<file path="src/hdl/tsd_consts.vh">
// Constants for the thermal shutdown and measure-select block.
// Assumes inclusion by bare name from the design files under hdl/.
`ifndef TSD_CONSTS_VH
`define TSD_CONSTS_VH

// Register word indices; byte address is four times the index
`define TSD_IDX_CTRL1   10'h001
`define TSD_IDX_DIAG    10'h007
`define TSD_IDX_TSDCFG  10'h010
`define TSD_IDX_MEAS    10'h011
`define TSD_IDX_IRQST   10'h012
`define TSD_IDX_IRQMSK  10'h013
`define TSD_IDX_ALARM   10'h044

// Control register 1 fields
`define TSD_C1_INH      0
`define TSD_C1_RNG      3:1
`define TSD_C1_PD       4
`define TSD_C1_RST      5'h00
`define TSD_RNG_EXT2    3'h6

// Shutdown configuration fields
`define TSD_CF_THR      1:0
`define TSD_CF_LAT      2
`define TSD_CF_RST      3'h7

// Trip thresholds in degrees C
`define TSD_THR_100     8'h64
`define TSD_THR_110     8'h6E
`define TSD_THR_120     8'h78
`define TSD_THR_130     8'h82

// Threshold select codes; any other code is the top step
`define TSD_THC_100     2'h0
`define TSD_THC_110     2'h1
`define TSD_THC_120     2'h2

// Measure configuration fields
`define TSD_MS_SRC      1:0
`define TSD_MS_GAIN     2
`define TSD_MS_IGAIN    3
`define TSD_MS_TRI      4
`define TSD_MS_RST      5'h00

// Diagnostic register fields and codes
`define TSD_DG_SEL      2:0
`define TSD_DG_DEN      3
`define TSD_DG_DIDX     6:4
`define TSD_DG_RST      7'h00
`define TSD_DG_NONE     3'h0
`define TSD_DG_PTL      3'h1
`define TSD_DG_PTH      3'h2
`define TSD_DG_REFL     3'h3
`define TSD_DG_REFH     3'h4

// Measure output route codes
`define TSD_MO_PTL      3'h4
`define TSD_MO_PTH      3'h5
`define TSD_MO_REFL     3'h6
`define TSD_MO_REFH     3'h7

// Alarm status bits and interrupt bits
`define TSD_AL_FLAG     0
`define TSD_AL_NOW      1
`define TSD_AL_PIN      2
`define TSD_IRQ_TRIP    0
`define TSD_IRQ_COOL    1
`define TSD_IRQ_N       2
`define TSD_MSK_RST     2'h0

// Bus answers
`define TSD_RESP_OKAY   2'h0
`define TSD_RESP_SLVERR 2'h2
`define TSD_ZERO32      32'h0000_0000

`endif

</file>
<file path="src/hdl/tsd_sticky.v">
// One sticky flag: hardware sets it, a clear pulse drops it.
// Assumes set and clear are synchronous to aclk.
`default_nettype none

module tsd_sticky #(
	parameter RST_VAL = 1'b0
) (
	// Clock and reset
	input  wire aclk,
	input  wire aresetn,
	// Set and clear strobes
	input  wire set,
	input  wire clr,
	// Flag
	output reg  q
);

	// Set wins over a clear in the same cycle, so no event is lost
	always @(posedge aclk) begin
		if (!aresetn) begin
			q <= RST_VAL;
		end else if (set) begin
			q <= 1'b1;
		end else if (clr) begin
			q <= 1'b0;
		end
	end

endmodule // tsd_sticky

`default_nettype wire

</file>
<file path="src/hdl/tsd_top.v">
// Thermal shutdown control and measure-output selection, AXI4-Lite slave.
// Assumes digital temperature codes in degrees C, synchronous to aclk.
//
// Local design decisions: register access over AXI4-Lite and the register offsets.
`include "tsd_consts.vh"
`default_nettype none

module tsd_top (
	// Clock and reset
	input  wire        aclk,
	input  wire        aresetn,
	// AXI4-Lite write address
	input  wire [11:0] s_axi_awaddr,
	input  wire [2:0]  s_axi_awprot,
	input  wire        s_axi_awvalid,
	output wire        s_axi_awready,
	// AXI4-Lite write data
	input  wire [31:0] s_axi_wdata,
	input  wire [3:0]  s_axi_wstrb,
	input  wire        s_axi_wvalid,
	output wire        s_axi_wready,
	// AXI4-Lite write response
	output reg  [1:0]  s_axi_bresp,
	output reg         s_axi_bvalid,
	input  wire        s_axi_bready,
	// AXI4-Lite read address
	input  wire [11:0] s_axi_araddr,
	input  wire [2:0]  s_axi_arprot,
	input  wire        s_axi_arvalid,
	output wire        s_axi_arready,
	// AXI4-Lite read data
	output reg  [31:0] s_axi_rdata,
	output reg  [1:0]  s_axi_rresp,
	output reg         s_axi_rvalid,
	input  wire        s_axi_rready,
	// Power-stage sensor temperatures
	input  wire [7:0]  stage_one_b_temp,
	input  wire [7:0]  stage_two_a_temp,
	// Open-drain alarm pin
	input  wire        overtemp_alarm_pin_in,
	output wire        overtemp_alarm_pin_out,
	output wire        overtemp_alarm_pin_oe,
	// Force amplifier and sensor enables
	output reg         force_amp_enable,
	output reg         shutdown_sensor_en,
	output wire        die_temp_sensor_en,
	// Measure output control
	output reg  [2:0]  measure_output_route,
	output reg         measure_output_gain_select,
	output reg         current_measure_gain_select,
	output reg         measure_output_tristate,
	// Diagnostic diode to general purpose output
	output reg  [7:0]  gp_out_diode_sel,
	// Interrupt
	output wire        irq
);

	// Software registers
	reg  [4:0]  ctrl1_reg;          // Soft inhibit, range, power-down
	reg  [2:0]  tsdcfg_reg;         // Threshold and latch mode
	reg  [4:0]  meas_reg;           // Measure source, gains, tristate
	reg  [6:0]  diag_reg;           // Diagnostic routing
	reg  [1:0]  irq_mask_reg;       // Interrupt mask

	// Write channel holding
	reg         aw_full_reg;
	reg  [9:0]  aw_idx_reg;
	reg         w_full_reg;
	reg  [31:0] w_data_reg;
	reg  [3:0]  w_strb_reg;

	// Temperature path
	wire [7:0]  thr_degc;           // Threshold in degrees C
	wire [7:0]  active_temp;        // Sensor of the active stage
	wire        overtemp_now;       // Combinational trip condition
	reg         overtemp_reg;       // Registered trip condition
	reg         overtemp_d_reg;     // Previous condition, for edges

	// Flags
	wire        alarm_flag;
	wire [1:0]  irq_status;
	wire [1:0]  irq_set;
	wire        alarm_clr;
	wire        irq_clr;
	wire        alarm_assert;

	// Bus decode
	wire        wr_fire;
	wire        wr_lane0;
	wire        rd_fire;
	wire [9:0]  rd_idx;
	reg  [31:0] rd_mux;
	reg         rd_hit;
	wire        wr_hit;
	wire        ctrl1_wr;
	wire        inh_wr_val;

	// Unused protection bits are accepted and ignored
	wire        unused_ok;
	assign unused_ok = &{1'b0, s_axi_awprot, s_axi_arprot, s_axi_wstrb[3:1]};

	// Address and data handshakes; a held word blocks the next one
	assign s_axi_awready = ~aw_full_reg;
	assign s_axi_wready  = ~w_full_reg;
	assign s_axi_arready = ~s_axi_rvalid;

	// Commit once both halves are held and no response is pending
	assign wr_fire  = aw_full_reg & w_full_reg & ~s_axi_bvalid;
	assign wr_lane0 = w_strb_reg[0];
	assign rd_fire  = s_axi_arvalid & ~s_axi_rvalid;
	assign rd_idx   = s_axi_araddr[11:2];

	// Write address and data are captured independently
	always @(posedge aclk) begin
		if (!aresetn) begin
			aw_full_reg <= 1'b0;
			aw_idx_reg  <= 10'h000;
			w_full_reg  <= 1'b0;
			w_data_reg  <= `TSD_ZERO32;
			w_strb_reg  <= 4'h0;
		end else begin
			if (s_axi_awvalid && !aw_full_reg) begin
				aw_full_reg <= 1'b1;
				aw_idx_reg  <= s_axi_awaddr[11:2];
			end else if (wr_fire) begin
				aw_full_reg <= 1'b0;
			end
			if (s_axi_wvalid && !w_full_reg) begin
				w_full_reg <= 1'b1;
				w_data_reg <= s_axi_wdata;
				w_strb_reg <= s_axi_wstrb;
			end else if (wr_fire) begin
				w_full_reg <= 1'b0;
			end
		end
	end

	// Write decode; read-only words accept and ignore data
	assign wr_hit = (aw_idx_reg == `TSD_IDX_CTRL1) | (aw_idx_reg == `TSD_IDX_DIAG) |
		(aw_idx_reg == `TSD_IDX_TSDCFG) | (aw_idx_reg == `TSD_IDX_MEAS) |
		(aw_idx_reg == `TSD_IDX_IRQST) | (aw_idx_reg == `TSD_IDX_IRQMSK) |
		(aw_idx_reg == `TSD_IDX_ALARM);

	// Write response, one per committed write
	always @(posedge aclk) begin
		if (!aresetn) begin
			s_axi_bvalid <= 1'b0;
			s_axi_bresp  <= `TSD_RESP_OKAY;
		end else if (wr_fire) begin
			s_axi_bvalid <= 1'b1;
			s_axi_bresp  <= wr_hit ? `TSD_RESP_OKAY : `TSD_RESP_SLVERR;
		end else if (s_axi_bready) begin
			s_axi_bvalid <= 1'b0;
		end
	end

	// Soft inhibit cannot be re-armed while the alarm flag still stands
	assign ctrl1_wr   = wr_fire & wr_lane0 & (aw_idx_reg == `TSD_IDX_CTRL1);
	assign inh_wr_val = w_data_reg[`TSD_C1_INH] & ~alarm_flag;

	// Control register 1; a trip overrides any write to the inhibit bit
	always @(posedge aclk) begin
		if (!aresetn) begin
			ctrl1_reg <= `TSD_C1_RST;
		end else begin
			if (ctrl1_wr) begin
				ctrl1_reg[`TSD_C1_RNG] <= w_data_reg[`TSD_C1_RNG];
				ctrl1_reg[`TSD_C1_PD]  <= w_data_reg[`TSD_C1_PD];
			end
			if (overtemp_reg) begin
				ctrl1_reg[`TSD_C1_INH] <= 1'b0;
			end else if (ctrl1_wr) begin
				ctrl1_reg[`TSD_C1_INH] <= inh_wr_val;
			end
		end
	end

	// Remaining configuration registers, byte lane 0 only
	always @(posedge aclk) begin
		if (!aresetn) begin
			tsdcfg_reg   <= `TSD_CF_RST;
			meas_reg     <= `TSD_MS_RST;
			diag_reg     <= `TSD_DG_RST;
			irq_mask_reg <= `TSD_MSK_RST;
		end else if (wr_fire && wr_lane0) begin
			case (aw_idx_reg)
				`TSD_IDX_TSDCFG: begin
					tsdcfg_reg <= w_data_reg[2:0];
				end
				`TSD_IDX_MEAS: begin
					meas_reg <= w_data_reg[4:0];
				end
				`TSD_IDX_DIAG: begin
					diag_reg <= w_data_reg[6:0];
				end
				`TSD_IDX_IRQMSK: begin
					irq_mask_reg <= w_data_reg[1:0];
				end
				default: begin
					irq_mask_reg <= irq_mask_reg;
				end
			endcase
		end
	end

	// Threshold decode; the reset code selects the top step
	assign thr_degc = (tsdcfg_reg[`TSD_CF_THR] == `TSD_THC_100) ? `TSD_THR_100 :
		(tsdcfg_reg[`TSD_CF_THR] == `TSD_THC_110) ? `TSD_THR_110 :
		(tsdcfg_reg[`TSD_CF_THR] == `TSD_THC_120) ? `TSD_THR_120 : `TSD_THR_130;

	// Only the triggering sub-stage of the active stage is watched
	assign active_temp = (ctrl1_reg[`TSD_C1_RNG] == `TSD_RNG_EXT2) ?
		stage_two_a_temp : stage_one_b_temp;

	// Strictly above threshold, and never in power-down
	assign overtemp_now = ~ctrl1_reg[`TSD_C1_PD] & (active_temp > thr_degc);

	// Registered condition and its previous value for edge events
	always @(posedge aclk) begin
		if (!aresetn) begin
			overtemp_reg   <= 1'b0;
			overtemp_d_reg <= 1'b0;
		end else begin
			overtemp_reg   <= overtemp_now;
			overtemp_d_reg <= overtemp_reg;
		end
	end

	// Read-clear strobes, taken on the read handshake
	assign alarm_clr = rd_fire & (rd_idx == `TSD_IDX_ALARM);
	assign irq_clr   = rd_fire & (rd_idx == `TSD_IDX_IRQST);

	// Alarm flag; a standing condition re-sets it after a read
	tsd_sticky #(
		.RST_VAL (1'b0)
	) u_alarm_flag (
		.aclk    (aclk),
		.aresetn (aresetn),
		.set     (overtemp_reg),
		.clr     (alarm_clr),
		.q       (alarm_flag)
	);

	// Interrupt events: trip onset and cool-down
	assign irq_set[`TSD_IRQ_TRIP] = overtemp_reg & ~overtemp_d_reg;
	assign irq_set[`TSD_IRQ_COOL] = ~overtemp_reg & overtemp_d_reg;

	// One sticky status bit per event
	genvar gi;
	generate
		for (gi = 0; gi < `TSD_IRQ_N; gi = gi + 1) begin : g_irq
			tsd_sticky #(
				.RST_VAL (1'b0)
			) u_irq_bit (
				.aclk    (aclk),
				.aresetn (aresetn),
				.set     (irq_set[gi]),
				.clr     (irq_clr),
				.q       (irq_status[gi])
			);
		end
	endgenerate

	// Level interrupt while any unmasked status bit stands
	assign irq = |(irq_status & irq_mask_reg);

	// Pin follows the flag when latched, the condition otherwise
	assign alarm_assert = tsdcfg_reg[`TSD_CF_LAT] ? alarm_flag : overtemp_reg;

	// Open-drain: only ever pulls low, enable marks the alarm
	assign overtemp_alarm_pin_out = 1'b0;
	assign overtemp_alarm_pin_oe  = alarm_assert;

	// Die temperature sensor has no power-down gating
	assign die_temp_sensor_en = 1'b1;

	// Read mux; reserved bits read as zero
	always @* begin
		rd_mux = `TSD_ZERO32;
		rd_hit = 1'b1;
		case (rd_idx)
			`TSD_IDX_CTRL1:  rd_mux[4:0] = ctrl1_reg;
			`TSD_IDX_DIAG:   rd_mux[6:0] = diag_reg;
			`TSD_IDX_TSDCFG: rd_mux[2:0] = tsdcfg_reg;
			`TSD_IDX_MEAS:   rd_mux[4:0] = meas_reg;
			`TSD_IDX_IRQST:  rd_mux[1:0] = irq_status;
			`TSD_IDX_IRQMSK: rd_mux[1:0] = irq_mask_reg;
			`TSD_IDX_ALARM: begin
				rd_mux[`TSD_AL_FLAG] = alarm_flag;
				rd_mux[`TSD_AL_NOW]  = overtemp_reg;
				rd_mux[`TSD_AL_PIN]  = overtemp_alarm_pin_in;
			end
			default: begin
				rd_hit = 1'b0;
			end
		endcase
	end

	// Read data channel; data holds until rready
	always @(posedge aclk) begin
		if (!aresetn) begin
			s_axi_rvalid <= 1'b0;
			s_axi_rdata  <= `TSD_ZERO32;
			s_axi_rresp  <= `TSD_RESP_OKAY;
		end else if (rd_fire) begin
			s_axi_rvalid <= 1'b1;
			s_axi_rdata  <= rd_mux;
			s_axi_rresp  <= rd_hit ? `TSD_RESP_OKAY : `TSD_RESP_SLVERR;
		end else if (s_axi_rready) begin
			s_axi_rvalid <= 1'b0;
		end
	end

	// Registered analog controls; diagnostic selection overrides source
	always @(posedge aclk) begin
		if (!aresetn) begin
			force_amp_enable            <= 1'b0;
			shutdown_sensor_en          <= 1'b0;
			measure_output_route        <= 3'h0;
			measure_output_gain_select         <= 1'b0;
			current_measure_gain_select <= 1'b0;
			measure_output_tristate     <= 1'b0;
			gp_out_diode_sel            <= 8'h00;
		end else begin
			// Amp runs only while the soft inhibit bit is set
			force_amp_enable   <= ctrl1_reg[`TSD_C1_INH] & ~overtemp_reg;
			shutdown_sensor_en <= ~ctrl1_reg[`TSD_C1_PD];
			case (diag_reg[`TSD_DG_SEL])
				`TSD_DG_PTL:  measure_output_route <= `TSD_MO_PTL;
				`TSD_DG_PTH:  measure_output_route <= `TSD_MO_PTH;
				`TSD_DG_REFL: measure_output_route <= `TSD_MO_REFL;
				`TSD_DG_REFH: measure_output_route <= `TSD_MO_REFH;
				default:      measure_output_route <= {1'b0, meas_reg[`TSD_MS_SRC]};
			endcase
			measure_output_gain_select         <= meas_reg[`TSD_MS_GAIN];
			current_measure_gain_select <= meas_reg[`TSD_MS_IGAIN];
			measure_output_tristate     <= meas_reg[`TSD_MS_TRI];
			// One-hot diode select; anode to output, cathode to ground
			if (diag_reg[`TSD_DG_DEN]) begin
				gp_out_diode_sel <= 8'h01 << diag_reg[`TSD_DG_DIDX];
			end else begin
				gp_out_diode_sel <= 8'h00;
			end
		end
	end

endmodule // tsd_top

`default_nettype wire

</file>
<file path="config.mk">
export PLATFORM = sky130hd
export DESIGN_NAME = tsd_top
export DESIGN_NICKNAME = d
export VERILOG_FILES = /design/src/hdl/tsd_sticky.v /design/src/hdl/tsd_top.v
export VERILOG_INCLUDE_DIRS = /design/src /design/src/hdl
export SDC_FILE = /design/constraint.sdc
export NUM_CORES = 1
export LEC_CHECK = 0
export ABC_AREA = 1
export ABC_CLOCK_PERIOD_IN_PS = 1850
export BUFFER_PORTS_ARGS = -buffer_cell sky130_fd_sc_hd__buf_2
export CAP_MARGIN = 20
export CORE_MARGIN = 2
export CORE_UTILIZATION = 44
export DETAILED_ROUTE_END_ITERATION = 10
export GPL_ROUTABILITY_DRIVEN = 1
export PLACE_DENSITY = 0.74
export SLEW_MARGIN = 0
export SYNTH_ARGS = -nofsm -noshare
export SYNTH_HDL_FRONTEND = slang
export SYNTH_SLANG_ARGS = --single-unit
</file>
<file path="constraint.sdc">
create_clock -name aclk -period 1.85 [get_ports aclk]
set_clock_uncertainty 0.15 [all_clocks]
set_input_delay 0.4625 -clock aclk [delete_from_list [all_inputs] [get_ports aclk]]
set_output_delay 0.4625 -clock aclk [all_outputs]
set_load 0.01 [all_outputs]
</file>
Word level (Yosys, flattened, before mapping)
Index checks and enable logic that the tools add are counted.

word-level totals
  input bits = 90
  register bits = 76
  output and inout port bits = 61
  word-level logic and storage cells = 125

cells by class
  bitwise logic cells = 28
  order comparisons = 1
  reductions and logical operators = 21
  eq/ne operators = 21
  shift operators = 1
  multiplexer cells = 25

operators by type and width
  cell                   count
  $eq A10 B5 Y1 const B  8
  $mux W8                4
  $eq A10 B1 Y1 const B  2
  $eq A10 B3 Y1 const B  2
  $eq A10 B7 Y1 const B  2
  $mux W1                14
  $pmux W2 S7            1
  $reduce_bool A2 Y1     7
  $and A1 B1 Y1          12
  $pmux W3 S4            1
  $reduce_and A2 Y1      5
  $not A1 Y1             9
  $gt A8 B8 Y1           1
  $shl A1 B3 Y8 const A  1
  $reduce_or A7 Y1       1
  $eq A3 B2 Y1 const B   2
  $eq A3 B3 Y1 const B   2
  $mux W2                3
  $or A1 B1 Y1           6
  $pmux W2 S3            1
  $pmux W1 S5            1
  $reduce_or A2 Y1       2
  $eq A3 B1 Y1 const B   1
  $logic_and A1 B1 Y1    3
  other kinds (5)        6

Logic depth before layout (Yosys ltp)
Gate-level depths: netlist (run 1).

  word-level depth = 8
  gate-level depth with buffers = 11
  gate-level depth less buffers = 11

Modules after synthesis
From an unflattened synthesis (run 1), not the netlist that was laid out.

second synthesis, totals
  cell total of the unflattened synthesis = 491
  area total of the unflattened synthesis = 3732.3 µm²

by module, submodules not included
  module      area an instance (µm²)  instances  sequential area each (µm²)  cells each
  tsd_top     3601.0                  1          1421.4                      473
  tsd_sticky  43.8                    3          20.0                        6

Worst setup path before layout (run 1)
No wires, ideal clock.

  path kind = register to register
  start = register ctrl1_reg[2]
  end = register overtemp_reg
  arrival = 1746 ps
  clock period less this slack = 1981 ps
  path slack = -131 ps
  required time = 1614 ps
  cell stages (with the launch flop) = 11
  setup time = 86 ps
  cells stage by stage = dfxtp_1 > inv_1 > nor3_2 > inv_1 > nand2_1 > nand2_1 > ha_1 > nand2_1 > o21ai_0 > a21oi_1 > a211oi_1

between the ends
  word-level cells in the longest chain between the ends = 4

ends and longest elaborated chain
  what                              line           source
  start: declaration                tsd_top.v:59   reg [4:0] ctrl1_reg;
  start signal: assignment          tsd_top.v:164  ctrl1_reg <= `TSD_C1_RST;
  start signal: indexed assignment  tsd_top.v:167  ctrl1_reg[`TSD_C1_RNG] <= w_data_reg[`TSD_C1_RNG];
  start signal: indexed assignment  tsd_top.v:168  ctrl1_reg[`TSD_C1_PD] <= w_data_reg[`TSD_C1_PD];
  $eq A3 B3 Y1 (no source line)     n/a
  $mux W8                           tsd_top.v:212  assign active_temp = (ctrl1_reg[`TSD_C1_RNG] == `TSD_RNG_EXT2) ?
  $gt A8 B8 Y1                      tsd_top.v:216  assign overtemp_now = ~ctrl1_reg[`TSD_C1_PD] & (active_temp > thr_degc);
  $and A1 B1 Y1                     tsd_top.v:216
  end signal: assignment            tsd_top.v:224  overtemp_reg <= overtemp_now;
  end: declaration                  tsd_top.v:76   reg overtemp_reg;

No other way between the ends.
A chain may end at the register's enable or synchronous reset.

Worst setup path after layout (run 1)
  start = register ctrl1_reg[3]
  end = register overtemp_reg

The elaborated chain is that of the path after synthesis.

==> metrics.sh, run 1 <==
RUN_STATUS='finished with violations'
FAILING_CHECKS='negative setup slack'
FINAL-INSTANCE-COUNT-EXCL-FILL=715
CTS.CLK_SLEW.WORST_PATHS_NS=0.08
YOSYS.AREA_SHARE.ADDER_PCT=3.71
LARGEST_FAMILY_OF_LOGIC_CELLS_BY_SYNTHESIZED_AREA='simple AND/OR/NAND/NOR gates'
CTS_TREE='built'
WORST_SLACK_NS=-0.0245
CTS_HTREE_LEVELS=3
FINAL-MAX-SLEW-VIOLATION-COUNT=0
DETAIL_ROUTE.WL_PER_CELL_UM=11.9
N_FILL_CELL=775
GRT-OVFL-TOTAL=0
SYNTHDISTINCTLIBCELLS=38
FLOORPLAN.INITIALDENSITY_PCT=45.2
YS_SEQ_ELEMENTS=74
WORST_IR_DROP_VDD_mV=0.477
ANTENNA_CELLS_INSERTED=0
YS_WARN_COUNT=0
FINALWORSTPATHREQUIREDPERIOD_NS=1.87
SETUP_REPAIR_AFTER_GLOBAL_ROUTING_MISSED_ITS_MARGIN='yes'
IOS=151
SYNTH_COMPOUND_AREA_SHARE_PCT=16.5
WORST-SETUP-PATH-TYPE='flip-flop to flip-flop'
CLK_LATENCY_NS=0.35
ROUTE.ANTENNA.REMAINING_NETS=0
PRE_ANTENNA_DRT_ITERS=5
FIN_NETS=706
PLACEMENT_ROWS=33
WORST_SETUP_PATH_START_KIND='flip-flop'
GRT_PASS1_VIAS=3183
GRT.TOTAL_USAGE_PCT=18.8
CLOCKBUFFERDEPTH=2
DIE_AREA_MM2=0.00919
AREA_GROWTH_PCT=22.3
FIN_CRIT_SH_PCT=101
MAX_CAP_VIOLATIONS=0
CRITICAL_PATH_REQUIRED_NS=1.94
FINAL_LAYOUT_SIZE_SUFFIX_GT1_SHARE_PCT=27.7
FLOORPLAN.DIE.WIDTH_UM=95.9
FINAL_HOLD_VIOL_COUNT=0
SYNTH-SEQ-AREA-SHARE_PCT=39.9
MAX_CLOCK_FREQ_GHz=0.533
YOSYS.AREA_SHARE.SIMPLE_PCT=24.4
INITIAL_ANTENNA_VIOLATION_COUNT=0
SYN_AVG_CELL_AREA_UM2=7.35
POST_SYNTH_INST_COUNT=505
PLACE_CONGESTION=0.898
DETAILROUTE.VIA_COUNT=3516
CRIT_PATH_DAT_NS=1.96
CRIT_PATH_MAX_FANOUT=7
LARGEST_REGISTER_FF_COUNT=10
SYNTHMUXAREASHARE_PCT=0.270
FINALHOLDWORSTSLACK_NS=0.175
MAXIMUM_NUMBER_OF_PINS_ON_ONE_NET_BEFORE_GLOBAL_ROUTE_REPAIR=36
VIAS_PER_CELL=4.92
CORE-AREA_MM2=0.00822
POWER_LEAKAGE_nW=2.16
FP.DIEH_UM=95.9
POST-ROUTE-DRC-COUNT=0
CTS-BUFFERS-INSERTED=9
POWER_PER_CELL_AREA_mW_PER_MM2=732
WIRE_LENGTH_OF_THE_FIRST_GLOBAL_ROUTING_PASS_UM=13600
DP_HPWL_UM=6420
FINALWIRELENGTH_UM=8530
SYNTH_AREA_IN_XOR_XNOR_PCT=0
SYNTH_AREA_MM2=0.00371
CTS.SINKS=74
WORST_HOLD_PATH_TYPE='primary input to flip-flop'
ENDPOINT_KIND='flip-flop'
NUMBER_OF_I_O_PORT_BUFFERS=83
SETUP_VIOL=1
DP.CELLS=698
CTS.ROOT.BUFFER_CELL='sky130_fd_sc_hd__clkbuf_8'
POSTCTSHOLDBUFS=0
DRTITER0DRC=160
-- path summary, 6_finish.rpt --
path / slack (ns) / endpoint / cells past startpoint / from
worst max-delay path: -0.02 / overtemp_reg / 11 / ctrl1_reg[3]
worst min-delay path: 0.18 / aw_idx_reg[6] / 3 / s_axi_awaddr[8]
worst max register to register: -0.02 / overtemp_reg / 11 / ctrl1_reg[3]
worst min register to register: 0.29 / current_measure_gain_select / 2 / meas_reg[3]
-- power breakdown --
part | internal, mW | total [mW] | switching [mW]
logic | 0.151 | 0.406 | 0.255
registers | 1.65 | 1.68 | 0.0375
clock network | 0.620 | 1.23 | 0.614
total | 2.42 | 3.32 | 0.906
-- logic make-up after synthesis --
| family | count (synthesis) |
|---|---|
| simple gates | 191 |
| fa+ha+maj | 11 |
| buf+inv | 114 |
| other cells | 2 |
| flops | 74 |
| compound gates | 112 |
| mux | 1 |
-- worst max-delay path, stage by stage (launching register included) --
cell	delay, ns
sky130_fd_sc_hd__dfxtp_2	0.34
sky130_fd_sc_hd__inv_2	0.05
sky130_fd_sc_hd__nor3_4	0.23
sky130_fd_sc_hd__inv_2	0.13
sky130_fd_sc_hd__nand2_2	0.09
sky130_fd_sc_hd__nand2_2	0.07
sky130_fd_sc_hd__ha_4	0.27
sky130_fd_sc_hd__nand2_4	0.06
sky130_fd_sc_hd__nor2_4	0.13
sky130_fd_sc_hd__nand3_2	0.08
sky130_fd_sc_hd__nor2_2	0.12
sky130_fd_sc_hd__a211oi_2	0.06
-- cell usage in the layout, fill, tap and decap left out, types with 2 or more instances in the layout --
cell,n
sky130_fd_sc_hd__o211ai_1,3
sky130_fd_sc_hd__inv_2,6
sky130_fd_sc_hd__nor2_2,5
sky130_fd_sc_hd__conb_1,29
sky130_fd_sc_hd__nor3_2,2
sky130_fd_sc_hd__dfxtp_1,72
sky130_fd_sc_hd__o21ai_0,45
sky130_fd_sc_hd__nor2_8,2
sky130_fd_sc_hd__buf_4,18
sky130_fd_sc_hd__nand3_1,20
sky130_fd_sc_hd__inv_1,67
sky130_fd_sc_hd__o211ai_2,3
sky130_fd_sc_hd__o22ai_1,2
sky130_fd_sc_hd__a21oi_2,2
sky130_fd_sc_hd__o21ai_1,4
sky130_fd_sc_hd__nand2_2,13
sky130_fd_sc_hd__nor3_4,2
sky130_fd_sc_hd__ha_4,3
sky130_fd_sc_hd__a211oi_1,2
sky130_fd_sc_hd__nor3_1,10
sky130_fd_sc_hd__nand3_2,3
sky130_fd_sc_hd__buf_2,83
sky130_fd_sc_hd__nand4_1,6
sky130_fd_sc_hd__dfxtp_2,2
sky130_fd_sc_hd__clkinvlp_4,2
sky130_fd_sc_hd__a21oi_1,44
sky130_fd_sc_hd__nor2_4,2
sky130_fd_sc_hd__nor2_1,49
sky130_fd_sc_hd__ha_1,8
sky130_fd_sc_hd__nand2_1,73
sky130_fd_sc_hd__clkinv_2,3
sky130_fd_sc_hd__clkbuf_8,9
-- through the flow --
stage | util, % | setup TNS (ns) | setup slack [ns] | total power, mW | instance area (µm²)
after CTS | 54.1 | 0 | 0.0147 | 3.33 | 4440
after global routing | 55.2 | -0.119 | -0.119 | 3.47 | 4540
final | 55.2 | -0.0245 | -0.0245 | 3.32 | 4540
after detailed placement | 51.6 | -0.0584 | -0.0379 | 2.11 | 4240
after floorplan | - | 0 | 0.0174 | 2.00 | 3820
after global placement | 51.6 | -0.000350 | -0.000350 | 2.09 | 4240
-- cells in the mapped netlist --
| cell | n | area, µm² |
|---|---|---|
| sky130_fd_sc_hd__mux2i_1 | 1 | 10.0 |
| sky130_fd_sc_hd__o211ai_2 | 3 | 37.5 |
| sky130_fd_sc_hd__nor3_2 | 3 | 30.0 |
| sky130_fd_sc_hd__nor3_1 | 10 | 50.1 |
| sky130_fd_sc_hd__o211ai_1 | 3 | 22.5 |
| sky130_fd_sc_hd__nand4_1 | 6 | 37.5 |
| sky130_fd_sc_hd__a21oi_1 | 46 | 230 |
| sky130_fd_sc_hd__nand2_2 | 7 | 43.8 |
| sky130_fd_sc_hd__and3_1 | 1 | 6.26 |
| sky130_fd_sc_hd__o21ai_0 | 47 | 235 |
| sky130_fd_sc_hd__o41ai_1 | 1 | 8.76 |
| sky130_fd_sc_hd__buf_2 | 2 | 10.0 |
| sky130_fd_sc_hd__nand3_2 | 2 | 20.0 |
| sky130_fd_sc_hd__nand4_4 | 1 | 21.3 |
| sky130_fd_sc_hd__inv_2 | 4 | 15.0 |
| sky130_fd_sc_hd__buf_1 | 3 | 11.3 |
| sky130_fd_sc_hd__conb_1 | 2 | 7.51 |
| sky130_fd_sc_hd__o21ai_1 | 3 | 15.0 |
| sky130_fd_sc_hd__or2_4 | 1 | 8.76 |
| sky130_fd_sc_hd__nor2_2 | 4 | 25.0 |
| sky130_fd_sc_hd__a211oi_1 | 3 | 22.5 |
| sky130_fd_sc_hd__ha_1 | 11 | 138 |
| sky130_fd_sc_hd__nand2_1 | 80 | 300 |
| sky130_fd_sc_hd__nor3_4 | 1 | 16.3 |
| sky130_fd_sc_hd__buf_4 | 29 | 218 |
| sky130_fd_sc_hd__dfxtp_1 | 74 | 1480 |
| sky130_fd_sc_hd__nand3_1 | 21 | 105 |
| sky130_fd_sc_hd__buf_6 | 2 | 22.5 |
| sky130_fd_sc_hd__a31oi_1 | 1 | 6.26 |
| sky130_fd_sc_hd__nor2_4 | 1 | 11.3 |
| sky130_fd_sc_hd__o32ai_1 | 1 | 8.76 |
| sky130_fd_sc_hd__clkbuf_1 | 5 | 18.8 |
| sky130_fd_sc_hd__nor2_8 | 2 | 40.0 |
| sky130_fd_sc_hd__nor2_1 | 51 | 191 |
| sky130_fd_sc_hd__o31ai_1 | 1 | 7.51 |
| sky130_fd_sc_hd__inv_1 | 69 | 259 |
| sky130_fd_sc_hd__o21a_1 | 1 | 7.51 |
| sky130_fd_sc_hd__o22ai_1 | 2 | 12.5 |
-- layout make-up --
| type | count | area [µm²] | area share, % |
|---|---|---|---|
| Multi-Input combinational cell | 344 | 1880 | 41.3 |
| Sequential cell | 74 | 1480 | 32.7 |
| Timing Repair Buffer | 103 | 582 | 12.8 |
| Inverter | 73 | 274 | 6.04 |
| Tap cell | 105 | 131 | 2.89 |
| Clock buffer | 9 | 124 | 2.73 |
| Clock inverter | 7 | 68.8 | 1.52 |
-- routing by layer --
layer / part of all wire [%] / global-route usage [%] / wire (µm)
met2: 45 / 31.5 / 3880
met1: 46 / 23.3 / 3950
met4: 2.4 / 8.93 / 202
met5: 0 / 0 / 0
met3: 5.9 / 3.52 / 501
-- timing repair --
item                                    CTS  global route
setup buffers                             0             1
endpoints found under the setup margin    1             1
gates resized for setup                   5            20
endpoints found under the hold margin     0             0
pin swaps                                 4            11
cloned                                    0             0
No activity file was read; power rests on OpenSTA's default activity.
==> run 2, diff against run 1 <==
Settings changed: ABC_CLOCK_PERIOD_IN_PS 1850 to 2050, CORE_UTILIZATION 44 to 35, PLACE_DENSITY 0.74 to 0.58.
Clock period 1.85 ns to 2.05 ns, I/O delays scaled along.
==> run 2 against run 1 <==
Largest power group unchanged. Clock power fell by 13%. Cell area fell by 3.5%. Global-route usage decreased by 4.2 points. Non-clock buffer count decreased by 13. The run now ends clean.
==> metrics.sh, run 2 (same netlist as run 1, synthesis figures left out) <==
RUN_STATUS='finished, final reports clean'
PLACE_CONGESTION=0.901
WORST-SETUP-PATH-TYPE='flip-flop to flip-flop'
TOP_LIBRARY_CELLS_BY_USAGE_IN_THE_LAYOUT_FILL_AND_TAPS_ASIDE='83 x sky130_fd_sc_hd__buf_2, 80 x sky130_fd_sc_hd__nand2_1, 74 x sky130_fd_sc_hd__dfxtp_1'
IOS=151
ROUTE.ANTENNA.REMAINING_NETS=0
DETAIL_ROUTE.WL_PER_CELL_UM=11.1
FINALWIRELENGTH_UM=8140
DETAILROUTE.VIA_COUNT=3294
FINAL_COMMON_CELL='sky130_fd_sc_hd__buf_2'
HOLD_START='s_axi_awaddr[2]'
MAX_CAP_VIOLATIONS=0
GROUTE.LAYER.MET1.USAGE_PCT=19.1
FP.DIEH_UM=107
GLOBALROUTE.BUSIESTLAYER='met2'
SETUP_TNS_AFTER_FINAL_LAYOUT_NS=0
FINAL-MAX-SLEW-VIOLATION-COUNT=0
CORE-AREA_MM2=0.0103
CRIT_PATH_MAX_FANOUT=8
POST-ROUTE-DRC-COUNT=0
R2R_SLACK_NS=0.14
WORST_SETUP_PATH_START_KIND='flip-flop'
CTS.CLK_SLEW.WORST_PATHS_NS=0.08
WORST_HOLD_PATH_TYPE='primary input to flip-flop'
POSTCTSHOLDBUFS=0
CLK_LATENCY_NS=0.34
R2R-START='ctrl1_reg[3]'
CLOCKBUFFERDEPTH=2
DRTITER0DRC=106
FINAL-INSTANCE-COUNT-EXCL-FILL=732
CTS.SINKS=74
N_FILL_CELL=1083
WORST_IR_DROP_VDD_mV=0.375
FINAL_HOLD_VIOL_COUNT=0
LARGEST_REGISTER_FF_COUNT=10
GRT-OVFL-TOTAL=0
ANTENNA_CELLS_INSERTED=0
CRIT_PATH_DAT_NS=1.99
CRITICAL_PATH_REQUIRED_NS=2.13
FINAL_LAYOUT_SIZE_SUFFIX_GT1_SHARE_PCT=22.8
NUMBER_OF_I_O_PORT_BUFFERS=83
GRT.TOTAL_USAGE_PCT=14.6
POWER_PER_CELL_AREA_mW_PER_MM2=667
FIN_CRIT_SH_PCT=93.2
DP_HPWL_UM=6450
TOTALPOWERFINAL_mW=2.92
FIN_NETS=693
INITIAL_ANTENNA_VIOLATION_COUNT=0
DIE_AREA_MM2=0.0114
FINALWORSTPATHREQUIREDPERIOD_NS=1.91
CTS_HTREE_LEVELS=3
CTS-BUFFERS-INSERTED=9
POWER_LEAKAGE_nW=2.08
SETUP_REPAIR_AFTER_GLOBAL_ROUTING_MISSED_ITS_MARGIN='no'
ENDPOINT_KIND='flip-flop'
PLACEMENT_ROWS=37
MAXIMUM_NUMBER_OF_PINS_ON_ONE_NET_BEFORE_GLOBAL_ROUTE_REPAIR=25
VIAS_PER_CELL=4.50
WIRE_LENGTH_OF_THE_FIRST_GLOBAL_ROUTING_PASS_UM=13300
MAX_CLOCK_FREQ_GHz=0.523
CTS_TREE='built'
FINALHOLDWORSTSLACK_NS=0.238
CRITICAL_PATH.STARTPOINT='ctrl1_reg[3]'
DP.CELLS=717
CTS.ROOT.BUFFER_CELL='sky130_fd_sc_hd__clkbuf_8'
SETUP_VIOL=0
GROUTE.LAYER.MET2.USAGE_PCT=22.7
FLOORPLAN.INITIALDENSITY_PCT=36.0
FLOORPLAN.DIE.WIDTH_UM=107
PRE_ANTENNA_DRT_ITERS=4
GRT_PASS1_VIAS=2998
AREA_GROWTH_PCT=18.0
GRT_USE_MET3_PCT=4.32
==> run 2: cell count changes in the layout (fill, tap and decap cells not counted), moves of 2 or more <==
cell / change
sky130_fd_sc_hd__dfxtp_2: -2
sky130_fd_sc_hd__ha_4: -3
sky130_fd_sc_hd__a21oi_2: -2
sky130_fd_sc_hd__buf_4: -12
sky130_fd_sc_hd__dfxtp_1: +2
sky130_fd_sc_hd__ha_1: +3
sky130_fd_sc_hd__nand2_2: -6
sky130_fd_sc_hd__nand2_1: +7
sky130_fd_sc_hd__a21oi_1: +2
==> run 2: stage by stage <==
step	setup slack, ns	instance area, µm²	utilization [%]
2_1_floorplan	0.0690	3810	-
6_report	0.139	4380	42.4
4_1_cts	0.0388	4370	42.3
5_1_grt	0.000917	4380	42.4
3_3_place_gp	0.0875	4180	40.5
3_5_place_dp	0.0668	4180	40.5
==> run 2: critical path: stages, from the launching register on <==
cell and delay, ns:
sky130_fd_sc_hd__dfxtp_1 0.34, sky130_fd_sc_hd__inv_1 0.09, sky130_fd_sc_hd__nor3_4 0.23, sky130_fd_sc_hd__buf_4 0.20, sky130_fd_sc_hd__nand2_1 0.05, sky130_fd_sc_hd__nand2_1 0.06
sky130_fd_sc_hd__ha_1 0.23, sky130_fd_sc_hd__a21oi_1 0.15, sky130_fd_sc_hd__o21ai_0 0.09, sky130_fd_sc_hd__a21oi_1 0.16, sky130_fd_sc_hd__a211oi_2 0.06
==> run 2: worst paths after layout <==
| path | to | cells after the start |
|---|---|---|
| worst max-delay path | overtemp_reg | 10 |
| worst min-delay path | aw_idx_reg[0] | 3 |
| worst max register to register | overtemp_reg | 10 |
| worst min register to register | measure_output_tristate | 2 |
==> run 2: where the power goes <==
part	internal, mW	total, mW	switching (mW)
Combinational	0.121	0.332	0.211
Sequential	1.49	1.52	0.0374
Clock	0.554	1.07	0.515
==> run 2: metal layers <==
metal  routed length (µm)  up-vias
met4                  148        0
met1                 4000     1426
li1                     -     1754
met2                 3550       99
met3                  444       15
met5                    0        -
==> run 2: what timing repair did <==
| item | 4_1_cts | 5_1_grt |
|---|---|---|
| resized for setup | 0 | 5 |
| setup endpoints to repair | 0 | 1 |
| buffers inserted | 0 | 0 |
| endpoints found under the hold margin | 0 | 0 |
==> run 2: layout make-up <==
cell class	instances	area (µm²)	area share, %
clock buffers	10	128	2.91
clock inverters	5	56.3	1.28
well taps	136	170	3.88
flip-flops and latches	74	1480	33.8
multi-input cells	344	1790	40.9
repair buffers	90	480	11.0
inverters	73	274	6.25
==> run 3, diff against run 2 <==
==> constraint.sdc (replaced) <==
create_clock -name aclk -period 2.05 [get_ports aclk]
set_clock_uncertainty 0.15 [all_clocks]
set_input_delay 0.205 -clock aclk [delete_from_list [all_inputs] [get_ports aclk]]
set_output_delay 0.205 -clock aclk [all_outputs]
set_load 0.01 [all_outputs]
==> run 3 against run 2 <==
Non-clock buffer count is 17 higher. Cell count up 2.2%. Sequential power is essentially flat. Sequential share of layout area fell by 1.7 points. Combinational power rose by 7.8%. Fmax grew 1.8%. Count of clock-buffer cells in the layout decreased by 1. Routed wire length up 2.9%. Clock power grew 34%. Core utilization increased by 2.3 points. Setup slack improved by 0.034 ns. Largest cell class unchanged. Highest routed layer unchanged.
==> metrics.sh, run 3 (same netlist as run 1, synthesis figures left out) <==
RUN_STATUS='finished, final reports clean'
CTS_HTREE_LEVELS=3
NUMBER_OF_I_O_PORT_BUFFERS=83
LARGEST_REGISTER_FF_COUNT=10
FINALWIRELENGTH_UM=8370
R2R_SLACK_NS=0.17
CRIT_PATH_MAX_FANOUT=4
R2R-START='tsdcfg_reg[1]'
TIMING.RR.END='overtemp_reg'
CLOCKBUFFERDEPTH=2
CORE-AREA_MM2=0.0103
SETUP_TNS_AFTER_FINAL_LAYOUT_NS=0
CRITICAL_PATH_REQUIRED_NS=2.16
FP.DIEH_UM=107
CRITICAL_PATH.STARTPOINT='tsdcfg_reg[1]'
PRE_ANTENNA_DRT_ITERS=4
ENDPOINT='overtemp_reg'
DRTITER0DRC=147
CTS.SINKS=74
INITIAL_ANTENNA_VIOLATION_COUNT=0
FINAL-MAX-SLEW-VIOLATION-COUNT=0
TIMING.CRITICAL_PATH.SLOWEST_STAGE_CELL='sky130_fd_sc_hd__dfxtp_1'
WORST_IR_DROP_VDD_mV=0.335
WORST-SETUP-PATH-TYPE='flip-flop to flip-flop'
POST-ROUTE-DRC-COUNT=0
DETAILROUTE.VIA_COUNT=3388
FIN_NETS=710
FINAL_LAYOUT_SIZE_SUFFIX_GT1_SHARE_PCT=22.1
FINAL_HOLD_VIOL_COUNT=0
DP_HPWL_UM=6460
CTS.CLK_SLEW.WORST_PATHS_NS=0.07
CLK_LATENCY_NS=0.34
WIRE_LENGTH_OF_THE_FIRST_GLOBAL_ROUTING_PASS_UM=13900
MAX_CLOCK_FREQ_GHz=0.533
MAX_CAP_VIOLATIONS=0
PATH_DELAY_FAMILY='adder cells'
FINALWORSTPATHREQUIREDPERIOD_NS=1.88
SETUP_REPAIR_AFTER_GLOBAL_ROUTING_MISSED_ITS_MARGIN='no'
REG2REG_DEPTH=8
CTS.ROOT.BUFFER_CELL='sky130_fd_sc_hd__clkbuf_8'
WORST_SETUP_PATH_START_KIND='flip-flop'
FINAL_CELL_AREA_MM2=0.00462
CRIT_PATH_DAT_NS=1.99
WORST_HOLD_PATH_TYPE='primary input to flip-flop'
ROUTE.ANTENNA.REMAINING_NETS=0
POWER_PER_CELL_AREA_mW_PER_MM2=718
DETAIL_ROUTE.WL_PER_CELL_UM=11.2
VIAS_PER_CELL=4.53
TOP_LIBRARY_CELLS_BY_USAGE_IN_THE_LAYOUT_FILL_AND_TAPS_ASIDE='83 x sky130_fd_sc_hd__buf_2, 80 x sky130_fd_sc_hd__nand2_1, 74 x sky130_fd_sc_hd__dfxtp_1'
FLOORPLAN.DIE.WIDTH_UM=107
CTS-BUFFERS-INSERTED=9
GRT_PASS1_VIAS=3157
FINAL_COMMON_CELL='sky130_fd_sc_hd__buf_2'
DIE_AREA_MM2=0.0114
TIMING.CRITICAL_PATH.DEPTH=8
AREA_GROWTH_PCT=24.4
PLACE_CONGESTION=0.891
MAXIMUM_NUMBER_OF_PINS_ON_ONE_NET_BEFORE_GLOBAL_ROUTE_REPAIR=24
SETUP_VIOL=0
POWER_LEAKAGE_nW=2.18
PLACEMENT_ROWS=37
WORST-PATH-BUF-INV=2
ENDPOINT_KIND='flip-flop'
GRT.TOTAL_USAGE_PCT=15.1
FIN_CRIT_SH_PCT=91.6
PLACEDINSTANCEAREA_MM2=0.00416
CPPEAKSTAGEDELAY_NS=0.42
CTS_TREE='built'
GRT-OVFL-TOTAL=0
ANTENNA_CELLS_INSERTED=0
FLOORPLAN.INITIALDENSITY_PCT=36.0
PATH_CELLS='inv_1 > ha_1 > inv_1 > ha_1 > nand2_1 > o21ai_0 > a21oi_1 > a211oi_2'
IOS=151
==> run 3: cell types whose count changed in the layout (fill, tap and decap cells not counted), sizes merged <==
cell         change
clkinv           -2
bufinv           +3
clkbuf           -1
dlygate4sd3     +19
buf              -2
clkinvlp         -1
==> run 3: power by group <==
part           internal [mW]  switching, mW  leakage, nW
Sequential              1.49         0.0356        0.603
Combinational          0.140          0.218         1.45
Clock                  0.920          0.514        0.125
Total                   2.55          0.768         2.18
==> run 3: repair_timing <==
action | 4_1_cts | 5_1_grt
hold buffers | 19 | 0
endpoints found under the setup margin | 0 | 1
resized for setup | 0 | 7
hold endpoints to repair | 19 | 0
buffers inserted | 0 | 0
==> run 3: final cells by class <==
| class | instances | area [µm²] |
|---|---|---|
| clock buffers | 9 | 124 |
| clock inverters | 5 | 129 |
| fillers | 1065 | 5710 |
| inverters | 73 | 274 |
| multi-input cells | 344 | 1790 |
| flip-flops and latches | 74 | 1480 |
| well taps | 136 | 170 |
| repair buffers | 107 | 647 |
==> run 3: metal layers <==
| metal | track usage [%] | routed length (µm) | vias to the layer above |
|---|---|---|---|
| met1 | 19.1 | 3980 | 1499 |
| met4 | 5.10 | 133 | 0 |
| met3 | 3.95 | 452 | 12 |
| li1 | - | - | 1787 |
| met2 | 24.8 | 3810 | 90 |
| met5 | 0 | 0 | - |
==> run 3: through the flow <==
| step | power (mW) | setup WS, ns | utilization (%) | std cells | hold WS [ns] |
|---|---|---|---|---|---|
| after CTS | 3.35 | 0.0224 | 44.6 | 748 | 0.0112 |
| after global routing | 3.46 | 0.0138 | 44.7 | 748 | 0.0320 |
| after detailed placement | 1.88 | 0.0370 | 40.3 | 715 | 0.285 |
| after floorplan | 1.80 | 0.0690 | - | 532 | 0.190 |
| final | 3.32 | 0.172 | 44.7 | 748 | 0.0233 |
| after global placement | 1.88 | 0.0956 | 40.3 | 715 | 0.279 |
==> run 3: worst min-delay path by stage <==
| stage | startpoint | endpoint | slack [ns] | cells past startpoint |
|---|---|---|---|---|
| floorplan | s_axi_wdata[4] | w_data_reg[4] | 0.19 | 2 |
| global placement | s_axi_awaddr[8] | aw_idx_reg[6] | 0.28 | 3 |
| detailed placement | s_axi_awaddr[2] | aw_idx_reg[0] | 0.28 | 3 |
| CTS | s_axi_awaddr[3] | aw_idx_reg[1] | 0.01 | 3 |
| global route | s_axi_rready | s_axi_rvalid | 0.03 | 3 |
| finish | s_axi_awaddr[3] | aw_idx_reg[1] | 0.02 | 3 |
==> run 3: worst min-delay path: cells and delay by family <==
family | cells | cell delay, ns
buf+inv | 1 | 0.07
compound gates | 2 | 0.19
